===== config.mk =====
export PLATFORM = sky130hd
export DESIGN_NAME = scrg_rate_gen
export DESIGN_NICKNAME = d
export VERILOG_FILES = /design/src/verilog/scrg_rate_gen.v
export VERILOG_INCLUDE_DIRS = /design/src /design/src/verilog
export SDC_FILE = /design/constraint.sdc
export NUM_CORES = 1
export LEC_CHECK = 0
export ABC_AREA = 1
export BUFFER_PORTS_ARGS = -buffer_cell sky130_fd_sc_hd__buf_2
export CAP_MARGIN = 25
export CORE_ASPECT_RATIO = 1.75
export CORE_MARGIN = 5
export CORE_UTILIZATION = 55
export CTS_BUF_LIST = sky130_fd_sc_hd__clkbuf_8
export DETAILED_ROUTE_END_ITERATION = 16
export PLACE_DENSITY = 0.75
export SETUP_SLACK_MARGIN = 0.05
export SLEW_MARGIN = 25
export SYNTH_ARGS = -nofsm -noshare
export SYNTH_HDL_FRONTEND = slang
export SYNTH_SLANG_ARGS = --single-unit
export TNS_END_PERCENT = 20

===== constraint.sdc =====
create_clock -name core_clk -period 3.1 [get_ports core_clk]
set_clock_uncertainty 0.1 [all_clocks]
set_input_delay 0.465 -clock core_clk [delete_from_list [all_inputs] [get_ports core_clk]]
set_output_delay 0.465 -clock core_clk [all_outputs]
set_load 0.01 [all_outputs]

===== src/verilog/scrg_defs.vh =====
// Purpose: constants for the sampling clock rate generator
// Assumes: plain Verilog-2005 includer
// Notes:   divisor codes are log2 values, the ratio code relative to 32
`ifndef SCRG_DEFS_VH
`define SCRG_DEFS_VH

`define SCRG_SRC_XTAL        1'b0
`define SCRG_SRC_EXT         1'b1
`define SCRG_PRE_W           2
`define SCRG_PRE_CNT_W       3
`define SCRG_PRE_RST         2'h0
`define SCRG_DM_DIV_W        2
`define SCRG_DM_HALF         2'h2
`define SCRG_OSR_W           3
`define SCRG_OSR_CNT_W       12
`define SCRG_OSR_RST         3'h3
`define SCRG_OSR_MIN         12'h020
`define SCRG_ACC_W           13
`define SCRG_NUM_CH          2

`endif


===== src/verilog/scrg_rate_gen.v =====
// Purpose: master clock selection, prescaler, sample and output rate dividers
// Assumes: all clock source pins sampled on core_clk, which is much faster
// Notes:   derived clocks are one-cycle enables on core_clk
`timescale 1ns/1ps
`include "scrg_defs.vh"

// Operation
// master clock: crystal, external pin, or serial clock
// host keeps serial clock running in two-wire
// serial clock independent; master clock must keep running
// prescale divides master clock by 1,2,4,8
// prescaled clock drives gain stages and modulators
// sample clock is analog clock divided by four
// output rate is sample clock over ratio
// output period is 4 x ratio x prescale
// sinc decimation, notches at output rate multiples
// ratio code selects 32 to 4096, doubling
// data-ready low half sample period, once per output
// dividers synchronous counters on master clock, reset
module scrg_rate_gen
(
	input  wire                                   core_clk,
	input  wire                                   rst_n,
	input  wire                                   crystal_clock_in,
	input  wire                                   external_clock_pin,
	input  wire                                   serial_clock_pin,
	input  wire                                   external_clock_select,
	input  wire                                   two_wire_mode,
	input  wire [`SCRG_PRE_W-1:0]                 prescale_field,
	input  wire [`SCRG_OSR_W-1:0]                 oversampling_ratio_field,
	input  wire [`SCRG_NUM_CH-1:0]                modulator_bit,
	output reg                                    analog_master_clock,
	output reg                                    digital_sample_clock,
	output reg                                    output_rate_clock,
	output reg                                    data_ready_strobe_n,
	output reg  [`SCRG_NUM_CH*`SCRG_ACC_W-1:0]    conversion_result
);

	// source edge detector
	reg                                      src_prev_reg;
	reg                                      src_level;
	wire                                     mclk_tick;

	// divider counters and their next values
	reg  [`SCRG_PRE_CNT_W-1:0]               pre_cnt_reg;
	reg  [`SCRG_PRE_CNT_W-1:0]               pre_cnt_next;
	reg  [`SCRG_DM_DIV_W-1:0]                dm_cnt_reg;
	reg  [`SCRG_DM_DIV_W-1:0]                dm_cnt_next;
	reg  [`SCRG_OSR_CNT_W-1:0]               osr_cnt_reg;
	reg  [`SCRG_OSR_CNT_W-1:0]               osr_cnt_next;

	// terminal counts and one-cycle enables
	wire [`SCRG_PRE_CNT_W-1:0]               pre_max;
	wire [`SCRG_OSR_CNT_W-1:0]               osr_max;
	wire                                     am_tick;
	wire                                     dm_tick;
	wire                                     dr_tick;

	// next values of the registered outputs
	reg                                      amc_next;
	reg                                      dsc_next;
	reg                                      orc_next;
	reg                                      drdy_n_next;
	wire [`SCRG_NUM_CH*`SCRG_ACC_W-1:0]      sum_final;

	// two-wire mode overrides the select bit: the serial pin is the only clock then
	always @*
	begin
		if (two_wire_mode)
			src_level = serial_clock_pin;
		else if (external_clock_select == `SCRG_SRC_EXT)
			src_level = external_clock_pin;
		else
			src_level = crystal_clock_in;
	end

	// only edges of the chosen source advance anything; the serial clock in spi mode never does
	assign mclk_tick = src_level & ~src_prev_reg;

	// a shift past the top bit wraps to zero, so minus one still gives the all-ones count
	assign pre_max = (`SCRG_PRE_CNT_W'h1 << prescale_field) - `SCRG_PRE_CNT_W'h1;
	assign osr_max = (`SCRG_OSR_MIN << oversampling_ratio_field) - `SCRG_OSR_CNT_W'h1;

	assign am_tick = mclk_tick && (pre_cnt_reg >= pre_max);
	assign dm_tick = am_tick && (dm_cnt_reg == {`SCRG_DM_DIV_W{1'b1}});
	assign dr_tick = dm_tick && (osr_cnt_reg >= osr_max);

	// >= compares let a shrinking divisor wrap at once instead of running 2^n
	always @*
	begin
		pre_cnt_next = pre_cnt_reg;
		if (mclk_tick)
		begin
			if (pre_cnt_reg >= pre_max)
				pre_cnt_next = {`SCRG_PRE_CNT_W{1'b0}};
			else
				pre_cnt_next = pre_cnt_reg + `SCRG_PRE_CNT_W'h1;
		end
	end

	always @*
	begin
		dm_cnt_next = dm_cnt_reg;
		if (am_tick)
			dm_cnt_next = dm_cnt_reg + `SCRG_DM_DIV_W'h1;
	end

	always @*
	begin
		osr_cnt_next = osr_cnt_reg;
		if (dm_tick)
		begin
			if (osr_cnt_reg >= osr_max)
				osr_cnt_next = {`SCRG_OSR_CNT_W{1'b0}};
			else
				osr_cnt_next = osr_cnt_reg + `SCRG_OSR_CNT_W'h1;
		end
	end

	// strobe low for the first two analog periods of each output period
	always @*
	begin
		amc_next    = am_tick;
		dsc_next    = dm_tick;
		orc_next    = dr_tick;
		drdy_n_next = ~((osr_cnt_reg == {`SCRG_OSR_CNT_W{1'b0}})
			&& (dm_cnt_reg < `SCRG_DM_HALF));
	end

	always @(posedge core_clk or negedge rst_n)
	begin
		if (!rst_n)
		begin
			src_prev_reg <= 1'b0;
			pre_cnt_reg  <= {`SCRG_PRE_CNT_W{1'b0}};
			dm_cnt_reg   <= {`SCRG_DM_DIV_W{1'b0}};
			osr_cnt_reg  <= {`SCRG_OSR_CNT_W{1'b0}};
		end
		else
		begin
			src_prev_reg <= src_level;
			pre_cnt_reg  <= pre_cnt_next;
			dm_cnt_reg   <= dm_cnt_next;
			osr_cnt_reg  <= osr_cnt_next;
		end
	end

	always @(posedge core_clk or negedge rst_n)
	begin
		if (!rst_n)
		begin
			analog_master_clock  <= 1'b0;
			digital_sample_clock <= 1'b0;
			output_rate_clock    <= 1'b0;
			data_ready_strobe_n  <= 1'b1;
		end
		else
		begin
			analog_master_clock  <= amc_next;
			digital_sample_clock <= dsc_next;
			output_rate_clock    <= orc_next;
			data_ready_strobe_n  <= drdy_n_next;
		end
	end

	// first-order sinc: boxcar sum over one output period, notch at every rate multiple
	genvar ch;
	generate
		for (ch = 0; ch < `SCRG_NUM_CH; ch = ch + 1)
		begin : g_dec
			reg  [`SCRG_ACC_W-1:0] acc_reg;
			wire [`SCRG_ACC_W-1:0] acc_inc;

			assign acc_inc = {{(`SCRG_ACC_W-1){1'b0}}, modulator_bit[ch]};
			// the closing sample's bit belongs to the period that it ends
			assign sum_final[ch*`SCRG_ACC_W +: `SCRG_ACC_W] = acc_reg + acc_inc;

			always @(posedge core_clk or negedge rst_n)
			begin
				if (!rst_n)
					acc_reg <= {`SCRG_ACC_W{1'b0}};
				else if (dr_tick)
					acc_reg <= {`SCRG_ACC_W{1'b0}};
				else if (dm_tick)
					acc_reg <= acc_reg + acc_inc;
			end
		end
	endgenerate

	// one process owns the whole result word, so every bit has a single driver
	always @(posedge core_clk or negedge rst_n)
	begin
		if (!rst_n)
			conversion_result <= {(`SCRG_NUM_CH*`SCRG_ACC_W){1'b0}};
		else if (dr_tick)
			conversion_result <= sum_final;
	end

endmodule // scrg_rate_gen

==> metrics, run 1 <==
CP bufs+invs 5; crit path launch type primary input; Fmax 374 MHz; status finished, final reports clean; clk root buf clkbuf_8; DR DRC count 0; setup violators final 0; most used cell, CP inv_1; compound-cell area share of the yosys netlist 1.44%; Stages on worst setup path 17; Post-DP HPWL 6630 µm; CP delay by family, top simple AND/OR/NAND/NOR gates; synthesized area per cell approximately 7.7 µm²; Worst Hold Class in -> async; CP required ~3.2 ns; Synth top area share 42.9%; residual overflow from global routing 0; die area 9670 µm²; Hold-fix buffers, CTS 0; synth unique cells 28; total power 2570 µW; Simple-Gate Fraction of Synth Area 36.8%; reg-to-reg endpoint g_dec[1].acc_reg[5]; Commonest cells post-synth 223 x nand2_1, 75 x nand3_1, 73 x dfrtp_1, 38 x inv_1, 37 x nor2_1; top-count cell post-synth nand2_1; YS warnings 0; critical path endpoint conversion_result[8]; num rows between 40 and 50; final hold violations 0; PortBufs 43; post-synthesis xor/xnor area fraction 4.94%; critical path class in -> reg; initial antenna violation count 0; sequential element share of the synthesized area 43.5%; mux contribution to synthesized area 0%; GRT Total Usage between 20 and 25%; Slew Limit Fails 0; VDD IR max 0.319 mV; Slowest-stage cell, CP nand3_4; starting density of the core 56.2%; P per Cell Area 539 nW/µm²; Antenna diodes 0; number of flops mapped to enable cells by yosys 0; RSZ-0062 raised after global routing no; NumNets Final roughly 620; clk sinks between 70 and 80; H-tree depth 3; pin count of the biggest net entering global routing 44; DIE HEIGHT 126 µm; relative slew slack 51.2%; Top FF cell, synth dfrtp_1; Post-Syn Nets approximately 580; synthesized flop and latch total 74; CTS Buf Count 9; reg2reg path depth 8; first-pass GRT wire length 16200 µm; Die Wd 76.5 µm; Worst Path Max Fanout 27; Avg WL per Cell 13.4 µm; fin crit period 2.67 ns; Synth Cell Area about 4300 µm²; main combinational cell family by area after synthesis simple AND/OR/NAND/NOR gates; worst skew pair latency about 0.35 ns; Largest stage delay, worst path between 0.3 and 0.4 ns; final wirelength roughly 9100 µm; Critical Path AT 2.81 ns; DR vias 3653; vias per std cell 5.36; Setup TNS 0 ns; Max clock buf depth 2; number of global-route vias before repair about 3700; drt pass-1 iters 5; Antenna Nets Post-Route 0; Iter 0 DRT Violations 305; IO Pins 44; CTS clock-pin slew for the worst setup and hold paths 0.08 ns; Synth-to-Final Area Change 12.0%; flop2flop setup slack 0.91 ns; GP Congestion 0.894; crit path cell chain buf_2, nor2_1, inv_1, nor2_1, inv_1, ha_1, inv_1, xor2_1, inv_1, ha_1, nand2_1, nor2_1, nand3_2, nand3_4, nand3_4, nand2_1, nand2_1; dominant cell type by area after synthesis dfrtp_1; Least-Margin Pin Slew 0.732 ns; static leakage approximately 0.0026 µW; CP Launch Point oversampling_ratio_field[0]; top post-synthesis cells by area dfrtp_1 43%, nand2_1 20%, nand3_1 8.8%; Setup Buffers After CTS 0; FF-to-FF Start pre_cnt_reg[2]; Post-synth ARST share 100%; CTS tree yes; Final period util 86.1%; Placeable Area 7570 µm²; Synth Instances 550; post-synthesis adder-cell area fraction 5.59%; max-cap violations 0; layout cells sized above 1 13.3%; post_cts resized 0; Worst Setup End Kind register
-- cells by family after synthesis --
family / after synthesis
buffers and inverters: 61
AO/OA/AOI/OAI: 10
XOR/XNOR: 24
adder cells (fa/ha/maj): 19
AND/OR/NAND/NOR: 362
flip-flops: 74
-- report_power, final --
group          total [µW]  internal (µW)  switching (µW)  leakage, µW
sequential           1100           1040            60.8      0.00102
combinational         399            149             250      0.00148
clock                1070            715             350     0.000143
-- per-stage QoR --
| stage | util [%] | std cells | hold WS, ns | cell area, µm² | setup slack, ns |
|---|---|---|---|---|---|
| final | 63.0 | 682 | 0.0655 | 4760 | 0.429 |
| after floorplan | - | 550 | 0.0694 | 4260 | 0.591 |
| after detailed placement | 59.2 | 667 | 0.353 | 4480 | 0.0362 |
| after global placement | 59.2 | 667 | 0.350 | 4480 | 0.171 |
| after CTS | 63.0 | 682 | 0.0805 | 4760 | 0.398 |
| after global routing | 63.0 | 682 | 0.128 | 4760 | 0.149 |
-- final cells by class --
| cell class | count | area [µm²] |
|---|---|---|
| Fill cell | 685 | 2800 |
| Multi-Input combinational cell | 415 | 2070 |
| Sequential cell | 74 | 1850 |
| Timing Repair Buffer | 49 | 285 |
| Inverter | 41 | 154 |
| Clock inverter | 5 | 150 |
| Clock buffer | 10 | 138 |
| Tap cell | 88 | 110 |
-- worst min-delay path by stage --
stage / endpoint / start
2_1_floorplan: analog_master_clock / rst_n
3_3_place_gp: conversion_result[16] / conversion_result[16]
3_5_place_dp: conversion_result[16] / conversion_result[16]
4_1_cts: conversion_result[14] / rst_n
5_1_grt: conversion_result[25] / rst_n
6_report: conversion_result[14] / rst_n
-- worst reg2reg max path: stages, from the launching register on --
cell	delay, ns
dfrtp_1	0.42
ha_1	0.34
a21oi_1	0.18
nand3_2	0.13
nand3_2	0.17
nor2_4	0.06
inv_2	0.49
nand2_1	0.14
nand2_1	0.11
-- per-layer routing --
metal / track usage, % / routed length [µm] / vias to the layer above
met5: 0 / 0 / -
met3: 4.26 / 351 / 13
li1: - / - / 1826
met4: 8.44 / 128 / 0
met2: 36.6 / 5010 / 68
met1: 22.6 / 3610 / 1746
-- placed cells by master (no fill, tap or decap), drive strengths merged, types with 3 or more instances in the layout --
cell type,count
ha,19
nand2,224
clkbuf,10
nand4,11
dfrtp,73
buf,49
o21ai,3
xnor2,12
a21oi,3
nor2,40
xor2,12
bufinv,5
nand3,81
inv,41
No activity file was read; power rests on OpenSTA's default activity.
==> run 2: changes to the inputs <==
--- a/config.mk
+++ b/config.mk
@@ -14,10 +14,10 @@
 export CORE_UTILIZATION = 55
 export CTS_BUF_LIST = sky130_fd_sc_hd__clkbuf_8
 export DETAILED_ROUTE_END_ITERATION = 16
+export HOLD_SLACK_MARGIN = 0.15
 export PLACE_DENSITY = 0.75
 export SETUP_SLACK_MARGIN = 0.05
 export SLEW_MARGIN = 25
 export SYNTH_ARGS = -nofsm -noshare
 export SYNTH_HDL_FRONTEND = slang
 export SYNTH_SLANG_ARGS = --single-unit
-export TNS_END_PERCENT = 20
==> metrics, run 2 (synthesized netlist as in run 1, its figures left out) <==
Critical Path AT 2.81 ns (about the same); Setup TNS 0 ns (unchanged); crit path cell chain buf_2, nor2_1, inv_1, nor2_1, inv_1, ha_1, inv_1, xor2_1, inv_1, ha_1, nand2_1, nor2_1, nand3_2, nand3_4, nand3_4, nand2_1, nand2_1; starting density of the core 56.2% (unchanged); CTS tree yes; max-cap violations 0 (unchanged); GP Congestion 0.894 (unchanged); first-pass GRT wire length 16200 µm (+0.34%); Iter 0 DRT Violations 275 (-9.8%); Setup Buffers After CTS 0 (unchanged); critical path class in -> reg; IO Pins 44 (unchanged); DIE HEIGHT 126 µm (unchanged); Slew Limit Fails 0 (unchanged); pin count of the biggest net entering global routing 44 (unchanged); drt pass-1 iters 5 (unchanged); H-tree depth 3 (unchanged); Die Wd 76.5 µm (unchanged); clk sinks 74 (unchanged); Slowest-stage cell, CP ha_1; Clk pwr share 41.5% (about the same); Antenna diodes 0 (unchanged); final worst slack 0.430 ns (+0.000426 ns); CTS clock-pin slew for the worst setup and hold paths 0.08 ns (about the same); setup violators final 0 (unchanged); vias per std cell 5.39 (+0.56%); CP required 3.24 ns (about the same); crit path launch type primary input; VDD IR max 0.319 mV (about the same); Final period util 86.1% (about the same); status finished, final reports clean; most common cell after layout, fill and taps aside nand2_1; Worst Path Max Fanout 27 (unchanged); Flop pwr share 42.9% (about the same); layout cells sized above 1 13.3% (-0.022 points); Worst Hold Class in -> reg; DR DRC count 0 (unchanged); Worst Setup End Kind register; PortBufs 43 (unchanged); clk root buf clkbuf_8; Largest stage delay, worst path 0.30 ns (about the same); initial antenna violation count 0 (unchanged); worst skew pair latency 0.35 ns (about the same); flop2flop setup slack 0.90 ns (about the same); relative slew slack 50.6% (-0.54 points); final hold violations 0 (unchanged); RSZ-0062 raised after global routing no; DR vias 3679 (+0.71%); Psw 665 µW (+0.67%); P per Cell Area 539 nW/µm² (about the same); Max clock buf depth 2 (unchanged); switching share of power 25.8% (+0.12 points); Avg WL per Cell 13.5 µm (+0.80%); Post-DP HPWL 6630 µm (unchanged); static leakage 0.00265 µW (+0.16%); fin crit period 2.67 ns (-0.000426 ns); Int Pwr 1910 µW (about the same); Comb power frac 15.6% (about the same); residual overflow from global routing 0 (unchanged); Antenna Nets Post-Route 0 (unchanged); Placeable Area 7570 µm² (unchanged); NumNets Final 624 (+0.16%); dpl ws 0.0362 ns (unchanged); Least-Margin Pin Slew 0.740 ns (+0.00813 ns); Fmax 375 MHz (about the same); number of global-route vias before repair 3713 (+0.19%); die area 9670 µm² (unchanged); final wirelength 9190 µm (+0.94%); most frequent cells in the layout 223 x nand2_1, 75 x nand3_1, 73 x dfrtp_1; num rows 42 (unchanged); GRT Total Usage 20.3% (+0.075 points); most used cell, CP inv_1; Synth-to-Final Area Change 12.2%; CTS Buf Count 9 (unchanged)
-- run 2: changes by cell type in the layout (fill, tap and decap cells not counted) --
cell           change
dlygate4sd3_1      +1
-- run 2: through the flow --
stage / hold slack, ns / power (µW) / util [%] / area (µm²) / std cells
floorplan: 0.0694 / 1420 / - / 4260 / 550
CTS: 0.247 / 2590 / 63.1 / 4770 / 683
global route: 0.252 / 2700 / 63.1 / 4770 / 683
global placement: 0.350 / 1500 / 59.2 / 4480 / 667
detailed placement: 0.353 / 1530 / 59.2 / 4480 / 667
finish: 0.265 / 2570 / 63.1 / 4770 / 683
-- run 2: metal layers --
layer / track usage, % / up-vias / share of wire (%)
met5: 0 / - / 0
met1: 22.6 / 1766 / 39
li1: - / 1828 / -
met4: 8.44 / 0 / 1.6
met2: 36.8 / 71 / 55
met3: 4.26 / 14 / 3.6
-- run 2: repair_timing --
action | CTS | global route
hold buffers | 1 | 0
hold endpoints to repair | 31 | 0
resized for setup | 0 | 0
-- run 2: final cells by class --
cell class | instances | area (µm²)
Inverter | 41 | 154
Timing Repair Buffer | 50 | 295
Sequential cell | 74 | 1850
Clock inverter | 5 | 150
Multi-Input combinational cell | 415 | 2070
Tap cell | 88 | 110
Clock buffer | 10 | 138
Fill cell | 684 | 2790
-- run 2: path summary, 6_finish.rpt --
check | cells after the start | from | to
worst max-delay path | 17 | oversampling_ratio_field[0] | conversion_result[8]
worst min-delay path | 3 | serial_clock_pin | src_prev_reg
worst max register to register | 8 | pre_cnt_reg[2] | g_dec[1].acc_reg[5]
worst min register to register | 2 | conversion_result[17] | conversion_result[17]
max in group asynchronous | 3 | rst_n | data_ready_strobe_n
min in group asynchronous | 2 | rst_n | conversion_result[14]
-- run 2: power groups by stage --
| stage | Combinational (µW) | Sequential [µW] | Clock [µW] |
|---|---|---|---|
| 6_report | 402 | 1100 | 1070 |
| 3_3_place_gp | 383 | 1120 | 0 |
| 2_1_floorplan | 305 | 1110 | 0 |
| 4_1_cts | 408 | 1100 | 1080 |
| 3_5_place_dp | 405 | 1120 | 0 |
| 5_1_grt | 464 | 1120 | 1120 |
-- run 2: critical path: cells and delay by family --
kind          cells  cell delay, ns
xor+xnor          1            0.14
fa+ha+maj         2            0.51
buf+inv           5            0.40
simple gates      9            1.30
==> run 3: changes to the inputs <==
--- a/config.mk
+++ b/config.mk
@@ -10,7 +10,7 @@
 export BUFFER_PORTS_ARGS = -buffer_cell sky130_fd_sc_hd__buf_2
 export CAP_MARGIN = 25
 export CORE_ASPECT_RATIO = 1.75
-export CORE_MARGIN = 5
+export CORE_MARGIN = 2
 export CORE_UTILIZATION = 55
 export CTS_BUF_LIST = sky130_fd_sc_hd__clkbuf_8
 export DETAILED_ROUTE_END_ITERATION = 16
==> constraint.sdc (replaced) <==
create_clock -name core_clk -period 3.1 [get_ports core_clk]
set_clock_uncertainty 0.1 [all_clocks]
set_input_delay 0.465 -clock core_clk [delete_from_list [all_inputs] [get_ports core_clk]]
set_output_delay 0.465 -clock core_clk [all_outputs]
set_load 0.02 [all_outputs]
==> metrics, run 3 (synthesized netlist as in run 1, its figures left out) <==
DIE HEIGHT 120 µm (-4.7%); DR vias 3605 (-2.0%); FF-to-FF Start pre_cnt_reg[2]; clk root buf clkbuf_8; max-cap violations 0 (unchanged); Placed Cells 667 (unchanged); Hold Crit Start serial_clock_pin; Die Wd 70.5 µm (-7.8%); flop2flop setup slack 0.91 ns (about the same); Sequential Area 1850 µm² (unchanged); Worst Path Max Fanout 26 (-3.7%); first-pass GRT wire length 15500 µm (-4.4%); Synth-to-Final Area Change 10.2%; most common cell after layout, fill and taps aside nand2_1; DR DRC count 0 (unchanged); reg2reg path depth 8 (unchanged); CTS Buf Count 9 (unchanged); Largest stage delay, worst path 0.29 ns (about the same); layout cells sized above 1 12.9% (-0.36 points); pin count of the biggest net entering global routing 75 (+70%); RSZ-0062 raised after global routing no; most used cell, CP inv_1; Placeable Area 7510 µm² (-0.69%); VDD IR max 0.292 mV (-8.3%); area taken by multi-input logic gates 2070 µm² (unchanged); Iter 0 DRT Violations 209 (-24%); worst skew pair latency 0.35 ns (about the same); Fill cells 712 (+4.1%); setup violators final 0 (unchanged); Fmax 365 MHz (-2.6%); hold path depth 3 (unchanged); final std cells w/o fill 684 (+0.15%); number of global-route vias before repair 3516 (-5.3%); GRT Total Usage 22.9% (+2.7 points); CTS clock-pin slew for the worst setup and hold paths 0.07 ns (about the same); H-tree depth 3 (unchanged); drt pass-1 iters 4 (-1); num rows 42 (unchanged); Final period util 88.5% (+2.3 points); residual overflow from global routing 0 (unchanged); P per Cell Area 478 nW/µm² (-11%); total power 2240 µW (-13%); final design utilization 62.4% (-0.71 points); most frequent cells in the layout 223 x nand2_1, 75 x nand3_1, 73 x dfrtp_1; reg-to-reg endpoint g_dec[1].acc_reg[8]; Setup Buffers After CTS 0 (unchanged); Post-DP HPWL 6300 µm (-4.9%); die area 8480 µm² (-12%); Antenna Nets Post-Route 0 (unchanged); GP Congestion 0.850 (-4.9%); crit path launch type primary input; Hold EP src_prev_reg; clk sinks 74 (unchanged); Worst Hold Class in -> reg; CP required 3.24 ns (about the same); CTS tree yes; Slew Limit Fails 0 (unchanged); Least-Margin Pin Slew 0.678 ns (-0.0623 ns); IO Pins 44 (unchanged); Avg WL per Cell 13.2 µm (-1.6%); static leakage 0.00262 µW (-1.2%); vias per std cell 5.27 (-2.2%); NumNets Final 625 (+0.16%); fin crit period 2.74 ns (+0.0724 ns); Max clock buf depth 2 (unchanged); Worst Setup End Kind register; final wirelength 9060 µm (-1.5%); status finished, final reports clean; starting density of the core 56.6% (+0.39 points); PortBufs 43 (unchanged); critical path class in -> reg; Critical Path AT 2.88 ns (+0.07 ns); crit path cell chain buf_2, nor2_1, inv_1, nor2_1, inv_1, ha_1, nand4_1, xnor2_1, ha_1, nand2_1, inv_1, a21oi_1, nand3_4, buf_4, nand3_1, nand2_1; Slowest-stage cell, CP buf_4; Antenna diodes 0 (unchanged); initial antenna violation count 0 (unchanged); relative slew slack 54.7% (+4.1 points); final hold violations 0 (unchanged)
[run 3: power breakdown]
group / switching [µW] / leakage [µW] / total (µW) / internal, µW
Combinational: 259 / 0.00150 / 412 / 154
Clock: 341 / 0.000102 / 722 / 381
Sequential: 62.0 / 0.00102 / 1110 / 1040
Total: 662 / 0.00262 / 2240 / 1580
[run 3: through the flow]
step / hold slack [ns] / setup slack (ns) / cell area (µm²) / setup TNS [ns]
6_report: 0.280 / 0.357 / 4690 / 0
5_1_grt: 0.290 / 0.140 / 4690 / 0
4_1_cts: 0.271 / 0.343 / 4650 / 0
2_1_floorplan: 0.0694 / 0.589 / 4260 / 0
3_3_place_gp: 0.351 / 0.105 / 4460 / 0
3_5_place_dp: 0.354 / -0.0173 / 4460 / -0.0561
[run 3: critical path: cells and delay by family]
family / cells / cell delay (ns)
AO/OA/AOI/OAI: 1 / 0.27
AND/OR/NAND/NOR: 7 / 0.91
adder cells (fa/ha/maj): 2 / 0.48
buffers and inverters: 5 / 0.59
XOR/XNOR: 1 / 0.14
[run 3: worst max-delay path by stage]
stage,from,end,slack (ns),depth (start not counted)
2_1_floorplan,oversampling_ratio_field[0],conversion_result[10],0.59,17
3_3_place_gp,oversampling_ratio_field[0],conversion_result[7],0.11,16
3_5_place_dp,oversampling_ratio_field[0],conversion_result[7],-0.02,16
4_1_cts,oversampling_ratio_field[0],conversion_result[7],0.34,16
5_1_grt,oversampling_ratio_field[0],osr_cnt_reg[11],0.14,17
6_report,oversampling_ratio_field[0],conversion_result[25],0.36,16
[run 3: repair_timing]
item                                   in CTS  in global routing
gates resized for setup                     0                  0
endpoints found under the hold margin       0                 20
hold buffers                                0                  1
[run 3: layout make-up]
type	instances	area share, %
clock inverters	5	1.04
multi-input cells	415	44.2
flip-flops and latches	74	39.5
well taps	88	2.35
clock buffers	10	2.94
repair buffers	51	6.62
inverters	41	3.28
[run 3: per-layer routing]
metal	vias up	wire [µm]	global-route usage, %
li1	1836	-	-
met2	70	4900	40.5
met4	0	164	9.25
met3	12	282	3.75
met5	-	0	0
met1	1687	3710	27.5
